$ cat config.mk
export PLATFORM = sky130hd
export DESIGN_NAME = adsc_core
export DESIGN_NICKNAME = d
export VERILOG_FILES = /design/src/core/adsc_pkg.sv /design/src/core/adsc_core.sv
export SDC_FILE = /design/constraint.sdc
export NUM_CORES = 1
export LEC_CHECK = 0
export ABC_AREA = 0
export BUFFER_PORTS_ARGS = -buffer_cell sky130_fd_sc_hd__buf_2
export CAP_MARGIN = 20
export CELL_PAD_IN_SITES_DETAIL_PLACEMENT = 2
export CELL_PAD_IN_SITES_GLOBAL_PLACEMENT = 2
export CORE_MARGIN = 2
export CORE_UTILIZATION = 38
export CTS_BUF_LIST = sky130_fd_sc_hd__clkbuf_4
export CTS_CLUSTER_SIZE = 28
export DETAILED_ROUTE_END_ITERATION = 8
export HOLD_SLACK_MARGIN = 0.1
export PLACE_DENSITY_LB_ADDON = 0.25
export SYNTH_ARGS = -nofsm -noshare
export SYNTH_HDL_FRONTEND = slang
export SYNTH_SLANG_ARGS = --single-unit
$ cat constraint.sdc
create_clock -name clk_sys_i -period 3.2 [get_ports clk_sys_i]
set_input_delay 0.16 -clock clk_sys_i [delete_from_list [all_inputs] [get_ports clk_sys_i]]
set_output_delay 0.16 -clock clk_sys_i [all_outputs]
set_load 0.1 [all_outputs]
$ cat src/core/adsc_pkg.sv
// constants, field layout and state encoding of the converter sequencer control block
// Operation
// - justify bit 7 of control 0: 1 right-justified result, 0 left-justified
// - reference bit 6: 1 external reference pin, 0 supply rail
// - channel field bits 4..2 picks analog input 0 through 7
// - software sets go bit 1 to start; hardware clears it when finished
// - enable bit 0 off holds converter logic idle with no activity
// - clock field bits 6..4 of control 1 picks divider or RC clock
// - RC conversion clock is a separate oscillator of at most 500 kHz
// - unimplemented control bits read zero and ignore writes
// - left format: high byte result 9..2, low byte bits 7..6 result 1..0
// - right format: high byte bits 1..0 result 9..8, low byte result 7..0
// - conversion yields an unsigned 10-bit code of 1024 steps
// - the sample is never discharged or reset after a conversion
// - a full conversion lasts 11 conversion clock periods
// - on finish: go clears, completion flag sets, result bytes load
// - clearing go mid-conversion keeps old result; restart after 2 periods
// - with RC clock, conversion starts one instruction cycle after go
package adsc_pkg;
  localparam int unsigned ADDR_W  = 2;
  localparam int unsigned DATA_W  = 8;
  localparam int unsigned RES_W   = 10;
  localparam int unsigned CHAN_W  = 3;
  localparam int unsigned CLKS_W  = 3;
  localparam int unsigned DIV_W   = 6;
  localparam int unsigned TADC_W  = 4;

  // register indices on the plain register port
  localparam logic [1:0] ADDR_CTRL0  = 2'h0;
  localparam logic [1:0] ADDR_CTRL1  = 2'h1;
  localparam logic [1:0] ADDR_RES_HI = 2'h2;
  localparam logic [1:0] ADDR_RES_LO = 2'h3;

  // control 0 field positions
  localparam int unsigned C0_JUSTIFY  = 7;
  localparam int unsigned C0_REFSEL   = 6;
  localparam int unsigned C0_CHAN_LSB = 2;
  localparam int unsigned C0_GO       = 1;
  localparam int unsigned C0_ON       = 0;
  // control 1 field position
  localparam int unsigned C1_CLK_LSB  = 4;

  // reset values
  localparam logic [7:0]        CTRL0_RST  = 8'h00;
  localparam logic [CLKS_W-1:0] CLKSEL_RST = 3'h0;
  localparam logic [7:0]        RES_RST    = 8'h00;

  // conversion clock decode: low two code bits equal to this select the rc clock
  localparam logic [1:0]        CLK_RC_CODE = 2'h3;
  localparam logic [DIV_W-1:0]  DIV_ONE     = 6'h01;
  localparam int unsigned       DIV_LOG2_BASE = 1;

  // timing in conversion clock periods and system cycles
  localparam logic [TADC_W-1:0] CONV_TADS  = 4'hb;
  localparam logic [TADC_W-1:0] ABORT_TADS = 4'h2;
  localparam logic [DIV_W-1:0]  INSTR_CLKS = 6'h04;

  // sequencer states, gray coded along idle, settle, convert, recover
  typedef enum logic [1:0] {
    ST_IDLE    = 2'b00,
    ST_SETTLE  = 2'b01,
    ST_CONVERT = 2'b11,
    ST_RECOVER = 2'b10
  } adsc_state_t;
endpackage : adsc_pkg

$ cat src/core/adsc_core.sv
// converter sequencer control: registers, conversion clock, go/done sequencing, result format
//
// Local design decisions: the plain strobed port and the placing of the registers.
`timescale 1ns/10ps
`default_nettype none
module adsc_core #(
  parameter int unsigned RES_W = adsc_pkg::RES_W
) (
  input  wire logic                        clk_sys_i,
  input  wire logic                        nrst_i,
  // register port
  input  wire logic [adsc_pkg::ADDR_W-1:0] reg_addr_i,
  input  wire logic [adsc_pkg::DATA_W-1:0] reg_wdata_i,
  input  wire logic                        reg_wr_i,
  input  wire logic                        reg_rd_i,
  output logic      [adsc_pkg::DATA_W-1:0] reg_rdata_o,
  // converter side
  input  wire logic                        rc_clk_i,
  input  wire logic [RES_W-1:0]            conv_code_i,
  // control and status toward the analog side
  output logic                             converter_on_o,
  output logic                             reference_select_o,
  output logic      [adsc_pkg::CHAN_W-1:0] input_channel_select_o,
  output logic                             sample_o,
  output logic                             converting_o,
  output logic                             conv_done_o
);

  // divider terminal count for a clock code; the value returned for rc codes is unused
  function automatic logic [adsc_pkg::DIV_W-1:0] div_term(
    input logic [adsc_pkg::CLKS_W-1:0] code
  );
    logic [2:0] lg;
    lg = 3'(adsc_pkg::DIV_LOG2_BASE) + {code[1:0], 1'b0} + {2'b00, code[2]};
    div_term = (adsc_pkg::DIV_ONE << lg) - adsc_pkg::DIV_ONE;
  endfunction : div_term

  // pack a result code into the high and low bytes for the chosen format
  function automatic logic [15:0] place_result(
    input logic [RES_W-1:0] code,
    input logic             right_just
  );
    if (right_just) begin
      place_result = {6'h00, code};
    end else begin
      place_result = {code, 6'h00};
    end
  endfunction : place_result

  // control state
  logic                        justify;
  logic                        refsel;
  logic [adsc_pkg::CHAN_W-1:0] chan;
  logic                        go;
  logic                        on;
  logic [adsc_pkg::CLKS_W-1:0] clk_sel;

  // result bytes and read data
  logic [7:0]                  res_hi;
  logic [7:0]                  res_lo;
  logic [7:0]                  rdata;

  // sequencer state
  adsc_pkg::adsc_state_t       state;
  logic [adsc_pkg::DIV_W-1:0]  div_cnt;
  logic [adsc_pkg::TADC_W-1:0] tad_cnt;
  logic                        rc_prev;
  logic                        done;

  // next values
  logic                        next_justify;
  logic                        next_refsel;
  logic [adsc_pkg::CHAN_W-1:0] next_chan;
  logic                        next_go;
  logic                        next_on;
  logic [adsc_pkg::CLKS_W-1:0] next_clk_sel;
  logic [7:0]                  next_res_hi;
  logic [7:0]                  next_res_lo;
  logic [7:0]                  next_rdata;
  adsc_pkg::adsc_state_t       next_state;
  logic [adsc_pkg::DIV_W-1:0]  next_div_cnt;
  logic [adsc_pkg::TADC_W-1:0] next_tad_cnt;
  logic                        next_done;

  // decoded strobes and conversion clock
  logic wr_c0;
  logic wr_c1;
  logic wr_hi;
  logic wr_lo;
  logic rc_sel;
  logic tad_tick;
  logic timing;

  assign wr_c0  = reg_wr_i && (reg_addr_i == adsc_pkg::ADDR_CTRL0);
  assign wr_c1  = reg_wr_i && (reg_addr_i == adsc_pkg::ADDR_CTRL1);
  assign wr_hi  = reg_wr_i && (reg_addr_i == adsc_pkg::ADDR_RES_HI);
  assign wr_lo  = reg_wr_i && (reg_addr_i == adsc_pkg::ADDR_RES_LO);
  // rc oscillator is independent of the system clock; only its edges are used
  assign rc_sel = (clk_sel[1:0] == adsc_pkg::CLK_RC_CODE);
  // one conversion clock period ends on each tick
  assign tad_tick = rc_sel ? (rc_clk_i && !rc_prev)
                           : (div_cnt == div_term(clk_sel));
  // divider and period counter run while a conversion or recovery is timed; settle also counts on the divider
  assign timing = (state == adsc_pkg::ST_CONVERT) || (state == adsc_pkg::ST_RECOVER);

  // register writes, sequencer and result load
  always_comb begin
    next_justify = justify;
    next_refsel  = refsel;
    next_chan    = chan;
    next_go      = go;
    next_on      = on;
    next_clk_sel = clk_sel;
    next_res_hi  = res_hi;
    next_res_lo  = res_lo;
    next_state   = state;
    next_div_cnt = div_cnt;
    next_tad_cnt = tad_cnt;
    next_done    = 1'b0;

    // software side; bit 5 of control 0 has no storage
    if (wr_c0) begin
      next_justify = reg_wdata_i[adsc_pkg::C0_JUSTIFY];
      next_refsel  = reg_wdata_i[adsc_pkg::C0_REFSEL];
      next_chan    = reg_wdata_i[adsc_pkg::C0_CHAN_LSB +: adsc_pkg::CHAN_W];
      next_on      = reg_wdata_i[adsc_pkg::C0_ON];
      // go only sticks while the converter is on
      next_go      = reg_wdata_i[adsc_pkg::C0_GO] && reg_wdata_i[adsc_pkg::C0_ON];
    end
    // only the clock field of control 1 has storage
    if (wr_c1) begin
      next_clk_sel = reg_wdata_i[adsc_pkg::C1_CLK_LSB +: adsc_pkg::CLKS_W];
    end
    // software may overwrite the result bytes between conversions
    if (wr_hi) begin
      next_res_hi = reg_wdata_i;
    end
    // low byte written on its own strobe
    if (wr_lo) begin
      next_res_lo = reg_wdata_i;
    end

    // divider restarts at every period end so each period is a full count
    if (timing) begin
      next_div_cnt = tad_tick ? '0 : div_cnt + adsc_pkg::DIV_ONE;
    end else begin
      next_div_cnt = '0;
    end

    case (state)
      // acquisition runs here while enabled
      adsc_pkg::ST_IDLE: begin
        next_tad_cnt = '0;
        if (go && on) begin
          // rc clock waits one instruction cycle so the core can go quiet
          next_state = rc_sel ? adsc_pkg::ST_SETTLE : adsc_pkg::ST_CONVERT;
        end
      end

      // one instruction cycle of quiet before an rc conversion
      adsc_pkg::ST_SETTLE: begin
        next_div_cnt = div_cnt + adsc_pkg::DIV_ONE;
        if (!go) begin
          next_state = adsc_pkg::ST_IDLE;
        end else if (div_cnt == adsc_pkg::INSTR_CLKS - adsc_pkg::DIV_ONE) begin
          next_state   = adsc_pkg::ST_CONVERT;
          next_div_cnt = '0;
        end
      end

      // eleven conversion periods, then load and report
      adsc_pkg::ST_CONVERT: begin
        if (!go) begin
          // aborted: result bytes untouched, wait before sampling again
          next_state   = adsc_pkg::ST_RECOVER;
          next_tad_cnt = '0;
          next_div_cnt = '0; // full periods of recovery, not a leftover part
        end else if (tad_tick) begin
          if (tad_cnt == adsc_pkg::CONV_TADS - 4'h1) begin
            next_state   = adsc_pkg::ST_IDLE;
            next_tad_cnt = '0;
            next_done    = 1'b1;
            // a go write in this very cycle wins and queues the next run
            next_go      = wr_c0 && reg_wdata_i[adsc_pkg::C0_GO]
                           && reg_wdata_i[adsc_pkg::C0_ON];
            // justified load lands with the go clear; hardware beats software
            {next_res_hi, next_res_lo} = place_result(conv_code_i, justify);
          end else begin
            next_tad_cnt = tad_cnt + 4'h1;
          end
        end
      end

      // two-period pause after an abort
      adsc_pkg::ST_RECOVER: begin
        if (tad_tick) begin
          if (tad_cnt == adsc_pkg::ABORT_TADS - 4'h1) begin
            // acquisition restarts by itself once idle
            next_state   = adsc_pkg::ST_IDLE;
            next_tad_cnt = '0;
          end else begin
            next_tad_cnt = tad_cnt + 4'h1;
          end
        end
      end

      default: begin
        next_state = adsc_pkg::ST_IDLE;
      end
    endcase

    // off means idle: nothing toggles and a run is dropped without done; an off write on its last tick still loads the result
    // the written value is used so not one active cycle follows an off write
    if (!next_on) begin
      next_state   = adsc_pkg::ST_IDLE;
      next_div_cnt = '0;
      next_tad_cnt = '0;
      next_done    = 1'b0;
    end
  end

  // read data appear only in the cycle after the read strobe
  always_comb begin
    next_rdata = 8'h00;
    if (reg_rd_i) begin
      if (reg_addr_i == adsc_pkg::ADDR_CTRL0) begin
        next_rdata = {justify, refsel, 1'b0, chan, go, on};
      end else if (reg_addr_i == adsc_pkg::ADDR_CTRL1) begin
        next_rdata = {1'b0, clk_sel, 4'h0};
      end else if (reg_addr_i == adsc_pkg::ADDR_RES_HI) begin
        next_rdata = res_hi;
      end else begin
        next_rdata = res_lo;
      end
    end
  end

  // control fields; go is the only bit the sequencer also writes
  always_ff @(posedge clk_sys_i or negedge nrst_i) begin
    if (!nrst_i) begin
      justify <= adsc_pkg::CTRL0_RST[adsc_pkg::C0_JUSTIFY];
      refsel  <= adsc_pkg::CTRL0_RST[adsc_pkg::C0_REFSEL];
      chan    <= adsc_pkg::CTRL0_RST[adsc_pkg::C0_CHAN_LSB +: adsc_pkg::CHAN_W];
      go      <= adsc_pkg::CTRL0_RST[adsc_pkg::C0_GO];
      on      <= adsc_pkg::CTRL0_RST[adsc_pkg::C0_ON];
      clk_sel <= adsc_pkg::CLKSEL_RST;
    end else begin
      justify <= next_justify;
      refsel  <= next_refsel;
      chan    <= next_chan;
      go      <= next_go;
      on      <= next_on;
      clk_sel <= next_clk_sel;
    end
  end

  // result bytes get a known zero at reset
  always_ff @(posedge clk_sys_i or negedge nrst_i) begin
    if (!nrst_i) begin
      res_hi  <= adsc_pkg::RES_RST;
      res_lo  <= adsc_pkg::RES_RST;
    end else begin
      res_hi  <= next_res_hi;
      res_lo  <= next_res_lo;
    end
  end

  // sequencer; rc_prev only feeds the edge detect of the rc clock
  always_ff @(posedge clk_sys_i or negedge nrst_i) begin
    if (!nrst_i) begin
      state   <= adsc_pkg::ST_IDLE;
      div_cnt <= '0;
      tad_cnt <= '0;
      rc_prev <= 1'b0;
      done    <= 1'b0;
    end else begin
      state   <= next_state;
      div_cnt <= next_div_cnt;
      tad_cnt <= next_tad_cnt;
      rc_prev <= rc_clk_i;
      done    <= next_done;
    end
  end

  // read data register
  always_ff @(posedge clk_sys_i or negedge nrst_i) begin
    if (!nrst_i) begin
      rdata   <= 8'h00;
    end else begin
      rdata   <= next_rdata;
    end
  end

  // outputs; the sample is left alone after a run, no discharge is issued
  assign reg_rdata_o            = rdata;
  assign converter_on_o         = on;
  assign reference_select_o     = refsel;
  assign input_channel_select_o = chan;
  assign sample_o               = on && (state == adsc_pkg::ST_IDLE);
  assign converting_o           = (state == adsc_pkg::ST_CONVERT)
                                  || (state == adsc_pkg::ST_SETTLE);
  assign conv_done_o            = done;

endmodule : adsc_core
`default_nettype wire

# Word-level counts from Yosys, hierarchy flattened
# Cells that the tools add are included.
[totals]
register_bits = 48
in_bits = 25
output_inout_bits = 16
elab_cells = 107
[op_classes]
n_addsub = 5
eq_ne = 18
shift = 1
n_mux = 52
reduce_logical = 17
[op_table]
columns = ["cell", "n"]
rows = [
  ["$mux W8", 14],
  ["$mux W6", 6],
  ["$mux W4", 6],
  ["$mux W2", 10],
  ["$mux W16", 1],
  ["$mux W1", 12],
  ["$ne A4 B4 Y1 const B", 3],
  ["$pmux W4 S3", 1],
  ["$pmux W6 S2", 1],
  ["$eq A2 B2 Y1 const B", 5],
  ["$logic_and A1 B1 Y1", 10],
  ["$pmux W2 S4", 1],
  ["$add A6 B1 Y6 const B", 1],
  ["$eq A6 B2 Y1 const B", 1],
  ["$eq A6 B6 Y1", 1],
  ["$ne A3 B3 Y1 const B", 2],
  ["$reduce_and A6 Y1", 1],
  ["$shl A1 B3 Y6 const A", 1],
  ["$sub A6 B1 Y6 const B", 1],
  ["$add A4 B1 Y4 const B", 1],
  ["$eq A2 B1 Y1 const B", 2],
  ["$eq A4 B1 Y1 const B", 1],
  ["$eq A4 B4 Y1 const B", 1],
  ["$logic_not A2 Y1", 2],
  ["7 further kinds", 8],
]

# Longest topological paths before layout
# Gate-level depths: netlist (run 1).
[depth]
depth_word = 11
ltp_mapped = 11
ltp_nobuf = 8

# Worst setup path after synthesis (run 1)
# Ideal clock, no wire load.
[synth_path]
path_type = "flip-flop to flip-flop"
from = "register clk_sel[0] (netlist bit)"
to = "register res_lo[5]"
setup_time_ns = 0.079
t_arrival_ns = 2.506
t_required_ns = 3.121
slack_ns = 0.614
path_stages_with_launch = 12
path_buffers = 3
period_less_slack_ns = 2.586
cell_sequence = "dfrtp_1 -> buf_6 -> or3_1 -> ha_1 -> xnor2_1 -> a21oi_1 -> o2111ai_1 -> nand4b_4 -> a211oi_2 -> buf_6 -> buf_12 -> mux2i_1"
[synth_via]
elab_chain_cells = 9
elab_cells_between_ends = 10
cone_classes = "3 x add/sub; 2 x eq/ne; 1 x shift; 4 x mux"
[synth_lines]
columns = ["element", "line", "source"]
rows = [
  ["start, declared", "adsc_core.sv:56", "logic [adsc_pkg::CLKS_W-1:0] clk_sel;"],
  ["start signal, assigned", "adsc_core.sv:246", "clk_sel <= adsc_pkg::CLKSEL_RST;"],
  ["start signal, assigned", "adsc_core.sv:253", "clk_sel <= next_clk_sel;"],
  ["$add A1 B3 Y3", "adsc_core.sv:34", "lg = 3'(adsc_pkg::DIV_LOG2_BASE) + {code[1:0], 1'b0} + {2'b00, code[2]};"],
  ["$add A3 B1 Y3", "adsc_core.sv:34", ""],
  ["$shl A1 B3 Y6", "adsc_core.sv:35", "div_term = (adsc_pkg::DIV_ONE << lg) - adsc_pkg::DIV_ONE;"],
  ["$sub A6 B1 Y6", "adsc_core.sv:35", ""],
  ["$eq A6 B6 Y1", "adsc_core.sv:102", ": (div_cnt == div_term(clk_sel));"],
  ["$mux W1 (*)", "adsc_core.sv:101", "assign tad_tick = rc_sel ? (rc_clk_i && !rc_prev)"],
  ["$mux W8 (*)", "adsc_core.sv:178", "end else if (tad_tick) begin"],
  ["$mux W8 (*)", "adsc_core.sv:173", "if (!go) begin"],
  ["$mux W8 (*)", "adsc_core.sv:150", "case (state)"],
  ["named net next_res_lo[5]", "adsc_core.sv:78", "logic [7:0] next_res_lo;"],
  ["end signal, assigned", "adsc_core.sv:261", "res_lo <= adsc_pkg::RES_RST;"],
  ["end signal, assigned", "adsc_core.sv:264", "res_lo <= next_res_lo;"],
  ["end, declared", "adsc_core.sv:60", "logic [7:0] res_lo;"],
]
# The timed path passes the listed nets; every way through them passes the cells marked *.
# A chain may end at the register's enable or synchronous reset.

# Worst setup path in the final report (run 1)
[layout_path]
from = "register clk_sel[1] (netlist bit)"
to = "register res_hi[2]"
[layout_via]
elab_chain_cells = 9
elab_cells_between_ends = 10
cone_classes = "3 x add/sub; 2 x eq/ne; 1 x shift; 4 x mux"
[layout_lines]
columns = ["element", "line", "source"]
rows = [
  ["$add A1 B3 Y3", "adsc_core.sv:34", ""],
  ["$add A3 B1 Y3", "adsc_core.sv:34", ""],
  ["$shl A1 B3 Y6", "adsc_core.sv:35", ""],
  ["$sub A6 B1 Y6", "adsc_core.sv:35", ""],
  ["$eq A6 B6 Y1", "adsc_core.sv:102", ""],
  ["$mux W1 (*)", "adsc_core.sv:101", ""],
  ["$mux W8 (*)", "adsc_core.sv:178", ""],
  ["$mux W8 (*)", "adsc_core.sv:173", ""],
  ["$mux W8 (*)", "adsc_core.sv:150", ""],
  ["named net next_res_hi[2]", "adsc_core.sv:77", "logic [7:0] next_res_hi;"],
  ["end signal, assigned", "adsc_core.sv:260", "res_hi <= adsc_pkg::RES_RST;"],
  ["end signal, assigned", "adsc_core.sv:263", "res_hi <= next_res_hi;"],
  ["end, declared", "adsc_core.sv:59", "logic [7:0] res_hi;"],
]
# Marks and branches as above.

==> results of run 1 <==
[registers in the layout, indices dropped and copies added, names as in the netlist]
name                    flops
res_lo                      8
justify                     1
reg_rdata_o                 8
converter_on_o              1
tad_cnt                     4
reference_select_o          1
input_channel_select_o      3
res_hi                      8
conv_done_o                 1
clk_sel                     3
state                       2
div_cnt                     6
rc_prev                     1
go                          1
[synth_stat cells (3+ instances only)]
library cell	number	area, sq um
dfrtp_1	48	1201
mux2i_1	41	410.4
nand2_1	26	97.59
mux2_2	14	157.7
nand3_1	10	50.05
o21ai_0	10	50.05
nand2b_1	9	56.30
a21oi_1	8	40.04
and2_1	7	43.79
ha_1	7	87.58
nor3_1	7	35.03
inv_1	6	22.52
a22oi_1	5	37.54
buf_2	5	25.02
nor2_1	5	18.77
nor2b_1	5	31.28
o211ai_1	4	30.03
xnor2_1	4	35.03
buf_6	3	33.78
clkbuf_1	3	11.26
nand3b_1	3	22.52
[power by group]
part           leakage [nW]  internal, mW  switching (mW)
clock                0.0418         0.167           0.223
sequential            0.605         0.696           0.104
combinational         0.870         0.297           0.610
[timing repair]
action,in CTS,in global routing
resized for setup,0,0
hold buffers,21,0
endpoints found under the setup margin,0,0
hold endpoints to repair,67,0
[layout by cell type (no fill, tap or decap), types with 3 or more instances in the layout]
cell type and instances:
a22oi_1 5, nor2_1 5, nand2_1 26, dfrtp_1 48, buf_2 40, o211ai_1 4, inv_1 6, o21ai_0 10
xnor2_1 4, nor3_1 7, and2_1 7, clkbuf_4 5, mux2_2 14, ha_1 7, dlygate4sd3_1 21, nand3b_1 3
a21oi_1 8, nor2b_1 5, buf_4 5, nand2b_1 9, nand3_1 10, mux2i_1 41
[cell type report]
| class | instances | area, sq um | area share |
|---|---|---|---|
| Multi-Input combinational cell | 196 | 1538 | 0.4500 |
| Clock buffer | 5 | 37.54 | 0.01098 |
| Inverter | 6 | 22.52 | 0.006591 |
| Clock inverter | 3 | 46.29 | 0.01355 |
| Timing Repair Buffer | 66 | 447.9 | 0.1311 |
| Sequential cell | 48 | 1201 | 0.3515 |
| Tap cell | 99 | 123.9 | 0.03625 |
[how the worst max path moves through the flow]
stage           endpoint  slack (ps)  cells past startpoint        from
6_report       res_hi[2]         250                      9  clk_sel[1]
5_1_grt        res_hi[4]         150                      9  clk_sel[1]
4_1_cts        res_hi[7]         310                      9  clk_sel[1]
3_5_place_dp   res_hi[7]         330                      9  clk_sel[1]
3_3_place_gp   res_lo[5]         480                      9  clk_sel[1]
2_1_floorplan  res_lo[5]         610                     11  clk_sel[0]
[stage by stage]
stage | utilization | power, mW | area [sq um]
6_report | 0.4711 | 2.097 | 3417
5_1_grt | 0.4711 | 2.219 | 3417
4_1_cts | 0.4711 | 2.093 | 3417
3_5_place_dp | 0.4306 | 1.683 | 3123
3_3_place_gp | 0.4306 | 1.649 | 3123
2_1_floorplan | - | 1.459 | 2856
[routing by layer]
metal,up-vias,global-route usage,share of wire
met5,-,0,0
met4,0,0.06795,0.018
met3,15,0.03005,0.031
met2,55,0.3949,0.53
met1,1149,0.2775,0.42
li1,1061,-,-
[kinds of logic (layout without fill, tap and decap cells)]
family | count (synthesis) | count (layout) | share of synthesized area
simple gates | 86 | 86 | 0.1735
mux | 57 | 57 | 0.2146
flops | 48 | 48 | 0.4205
compound gates | 40 | 40 | 0.09856
buf+inv | 21 | 80 | 0.04380
fa+ha+maj | 7 | 7 | 0.03066
xor+xnor | 6 | 6 | 0.01840
[worst register-to-register path: cells and delay by family, from the launching register on]
kind	cells	cell delay (ps)
muxes	1	280
buffers and inverters	1	320
DFF	1	570
and+or+nand+nor	2	730
xor gates and xnor gates	1	140
adders and majority gates	1	290
AOI/OAI and AO/OA	3	570
==> run summary, run 1 <==
status: finished, final reports clean
final setup violating endpoints: 0
number of sinks on the clock net: 48
Crit path required time: 3510 ps
CTS root buf: clkbuf_4
placed instance count: 394
die area: 8226 sq um
vias: 2280
weighted congestion at the end of routability-driven global placement: 0.7917
r2r startpoint: clk_sel[1]
post-synthesis cell count: 265
library cells used by synthesis: 48
unrepaired setup endpoints after global routing: no
total of fill cells in the finished design: 771
crit path launch type: flip-flop
ratio of cells with drive above 1 in the final layout: 0.2407
type of the most critical hold path: in -> reg
worst hold margin: 131.0 ps
number of global-route vias before repair: 2557
average footprint of a synthesized cell: 10.78 sq um
pre-CTS setup slack: 325.7 ps
total routing resource utilization after global routing: 0.2217
crit-path max FO: 17
level count of the clock H-tree: 2
worst r2r dst: res_hi[2]
ratio of final minimum period to clock period: 0.9220
Max Slew Vio Count: 0
flip-flop and latch count after synthesis: 48
min setup slack post-route: 249.6 ps
Max Clock Freq: 338.9 MHz
routed length per placed instance: 20.38 um
count of warnings emitted by yosys: 0
number of inserted diodes: 0
power density over the cells: 613.8 nW/um^2
IR drop worst, VDD: 0.3497 mV
Worst-path clk slew: 160 ps
minimum clock period: 2950 ps
post-route insts no fill: 423
net count of the finished layout: 355
Worst setup EP type: flip-flop
count of flip-flops with a built-in enable after synthesis: 0
overall overflow remaining after global route: 0
first-pass GRT wire length: 14280 um
effective utilization at floorplan: 0.3938
register-to-register path setup slack: 250 ps
IO Port Bufs: 40
worst stage delay on the critical path: 570 ps
DRC violation total after the first TritonRoute iteration: 111
Setup Skew: 15.22 ps
maximum number of pins on one net before global-route repair: 37
WHS Path Cells: 3
Post CTS Setup Buffer Count: 0
signal arrival time at the worst endpoint: 3260 ps
number of antenna violations at the first check in global routing: 0
share of synthesized registers carrying an async set or reset: 1.000
horizontal extent of the die: 90.70 um
Residual DRC: 0
sequential-to-total area share from yosys stat: 0.4205
wire length reported by the detailed router: 8620 um
count of final hold-check violations: 0
worst-skew pair later-pin latency: 380 ps
source of the worst hold timing path: reg_wdata_i[0]
total negative slack for setup checks: 0 ps
LEAKAGE: 1.516 nW
deepest clock path buffer count: 2
endpoint of the worst hold-timing path: res_hi[0]
Boundary Pins: 41
category of the critical setup timing path: reg -> reg
number of max-cap violations: 0
layout overhead on the synthesized area: 19.62%
TritonCTS clock tree: done
top_reg_cell synth: dfrtp_1
worst path buffer plus inverter count: 1
number of rows in the core area: 31
slew at the pin with the worst max-slew slack: 854.9 ps
number of optimization iterations in the first detailed-route pass: 4
placeable core area: 7253 sq um
post-synth net total: 297
height of the die: 90.70 um
cells along the critical path: or3_1 > ha_1 > xnor2_1 > a21oi_1 > o2111ai_1 > nand4b_4 > a211oi_4 > buf_4 > mux2i_1
depth of the worst register-to-register path: 9
Final HPWL DP: 5754 um
antenna-violating nets left: 0
Max stage delay cell, worst path: dfrtp_1
largest delay contributor family on the critical path: simple AND/OR/NAND/NOR gates
Post-Synthesis Cell Area: 2856 sq um
via-per-instance ratio: 5.390
number of buffers added by the clock tree synthesis step: 5
worst slew margin relative to its limit: 0.4300
No activity file was read; power rests on OpenSTA's default activity.
==> run 2: changes to the inputs <==
--- a/config.mk
+++ b/config.mk
@@ -10,7 +10,7 @@
 export CAP_MARGIN = 20
 export CELL_PAD_IN_SITES_DETAIL_PLACEMENT = 2
 export CELL_PAD_IN_SITES_GLOBAL_PLACEMENT = 2
-export CORE_MARGIN = 2
+export CORE_MARGIN = 5
 export CORE_UTILIZATION = 38
 export CTS_BUF_LIST = sky130_fd_sc_hd__clkbuf_4
 export CTS_CLUSTER_SIZE = 28
==> run summary, run 2 (synthesized netlist as in run 1, its figures left out) <==
weighted congestion at the end of routability-driven global placement: 0.8124
worst-skew pair later-pin latency: 390 ps
r2r startpoint: clk_sel[1]
number of optimization iterations in the first detailed-route pass: 4
TritonCTS clock tree: done
power density over the cells: 628.5 nW/um^2
crit-path max FO: 17
Max Clock Freq: 346.0 MHz
final setup violating endpoints: 0
type of the most critical hold path: in -> reg
PostCTS Resize Cnt: 0
number of sinks on the clock net: 48
number of antenna violations at the first check in global routing: 0
Worst setup EP type: flip-flop
depth of the worst register-to-register path: 9
number of inserted diodes: 0
IO Port Bufs: 40
crit path launch type: flip-flop
commonest cells after routing, fill and taps aside: dfrtp_1, mux2i_1, buf_2
DRC violation total after the first TritonRoute iteration: 52
layout overhead on the synthesized area: 20.85%
number of buffers added by the clock tree synthesis step: 5
net count of the finished layout: 355
placeable core area: 7292 sq um
Worst-path clk slew: 160 ps
worst slew margin relative to its limit: 0.5842
wire length reported by the detailed router: 8410 um
IR drop worst, VDD: 0.4043 mV
ratio of final minimum period to clock period: 0.9031
commonest non-fill, non-tap cell in the layout: dfrtp_1
startpoint of the most critical setup path: clk_sel[1]
signal arrival time at the worst endpoint: 3200 ps
overall overflow remaining after global route: 0
via-per-instance ratio: 5.414
Crit path required time: 3510 ps
vias: 2290
worst r2r dst: res_hi[0]
maximum number of pins on one net before global-route repair: 49
post-route insts no fill: 423
die area: 9351 sq um
slew at the pin with the worst max-slew slack: 622.0 ps
placed instance count: 393
count of final hold-check violations: 0
horizontal extent of the die: 96.70 um
routed length per placed instance: 19.88 um
Boundary Pins: 41
number of max-cap violations: 0
power after layout: 2.170 mW
status: finished, final reports clean
CTS root buf: clkbuf_4
Final HPWL DP: 5692 um
Residual DRC: 0
antenna-violating nets left: 0
deepest clock path buffer count: 2
LEAKAGE: 1.535 nW
number of rows in the core area: 31
final core utilization: 0.4734
number of global-route vias before repair: 2563
Setup Skew: 22.47 ps
total negative slack for setup checks: 0 ps
unrepaired setup endpoints after global routing: no
height of the die: 96.70 um
register-to-register path setup slack: 310 ps
minimum clock period: 2890 ps
category of the critical setup timing path: reg -> reg
Max Slew Vio Count: 0
Post CTS Setup Buffer Count: 0
first-pass GRT wire length: 14240 um
level count of the clock H-tree: 2
ratio of cells with drive above 1 in the final layout: 0.2407
total of fill cells in the finished design: 798
termination of the worst setup path: res_hi[0]
effective utilization at floorplan: 0.3917
total routing resource utilization after global routing: 0.1885
==> run 2: cell count changes in the layout (fill, tap and decap cells not counted) <==
cell / before / now
clkinvlp_4: 1 / 0
buf_12: 0 / 1
bufinv_16: 1 / 2
buf_4: 5 / 4
==> run 2: critical path: stages (launching register included) <==
cell and delay, ps:
dfrtp_1 560, or3_1 410, ha_1 300, xnor2_1 130
a21oi_1 130, o2111ai_1 120, nand4b_4 280, a211oi_4 280
buf_4 320, mux2i_1 270
==> run 2: worst min-delay path by stage <==
stage	start	endpoint	slack [ps]	cells after the start
after floorplan	nrst_i	clk_sel[0]	-140	0
after global placement	rc_clk_i	rc_prev	310	1
after detailed placement	rc_clk_i	rc_prev	300	1
after CTS	reg_wdata_i[0]	res_lo[0]	150	3
after global routing	reg_wdata_i[0]	res_lo[0]	190	3
final	reg_wdata_i[0]	res_lo[0]	160	3
==> run 2: timing repair <==
action | 4_1_cts | 5_1_grt
hold buffers | 21 | 0
endpoints found under the setup margin | 0 | 0
hold endpoints to repair | 79 | 0
==> run 2: per-layer routing <==
metal	track usage	share of wire	up-vias
met2	0.3190	0.50	41
li1	-	-	1058
met3	0.03022	0.022	7
met5	0	0	-
met1	0.2547	0.46	1184
met4	0.03888	0.0090	0
==> run 2: area by class of cell <==
| type | instances | area [sq um] | area share |
|---|---|---|---|
| clock buffers | 5 | 37.54 | 0.01087 |
| repair buffers | 66 | 460.4 | 0.1334 |
| inverters | 6 | 22.52 | 0.006524 |
| well taps | 99 | 123.9 | 0.03588 |
| multi-input cells | 196 | 1538 | 0.4454 |
| flip-flops and latches | 48 | 1201 | 0.3480 |
| clock inverters | 3 | 68.82 | 0.01993 |
==> run 2: metrics by stage <==
step | setup slack, ps | hold WS (ps) | area, sq um
floorplan | 614.2 | -135.6 | 2856
global placement | 495.8 | 311.9 | 3115
detailed placement | 378.3 | 304.8 | 3115
CTS | 306.9 | 146.1 | 3432
global route | 49.43 | 191.1 | 3452
finish | 310.1 | 164.2 | 3452
==> run 2: power by group <==
| group | leakage, nW | switching [mW] | internal, mW |
|---|---|---|---|
| clock network | 0.0558 | 0.220 | 0.246 |
| logic | 0.875 | 0.611 | 0.299 |
| registers | 0.605 | 0.0976 | 0.696 |
| total | 1.53 | 0.929 | 1.24 |
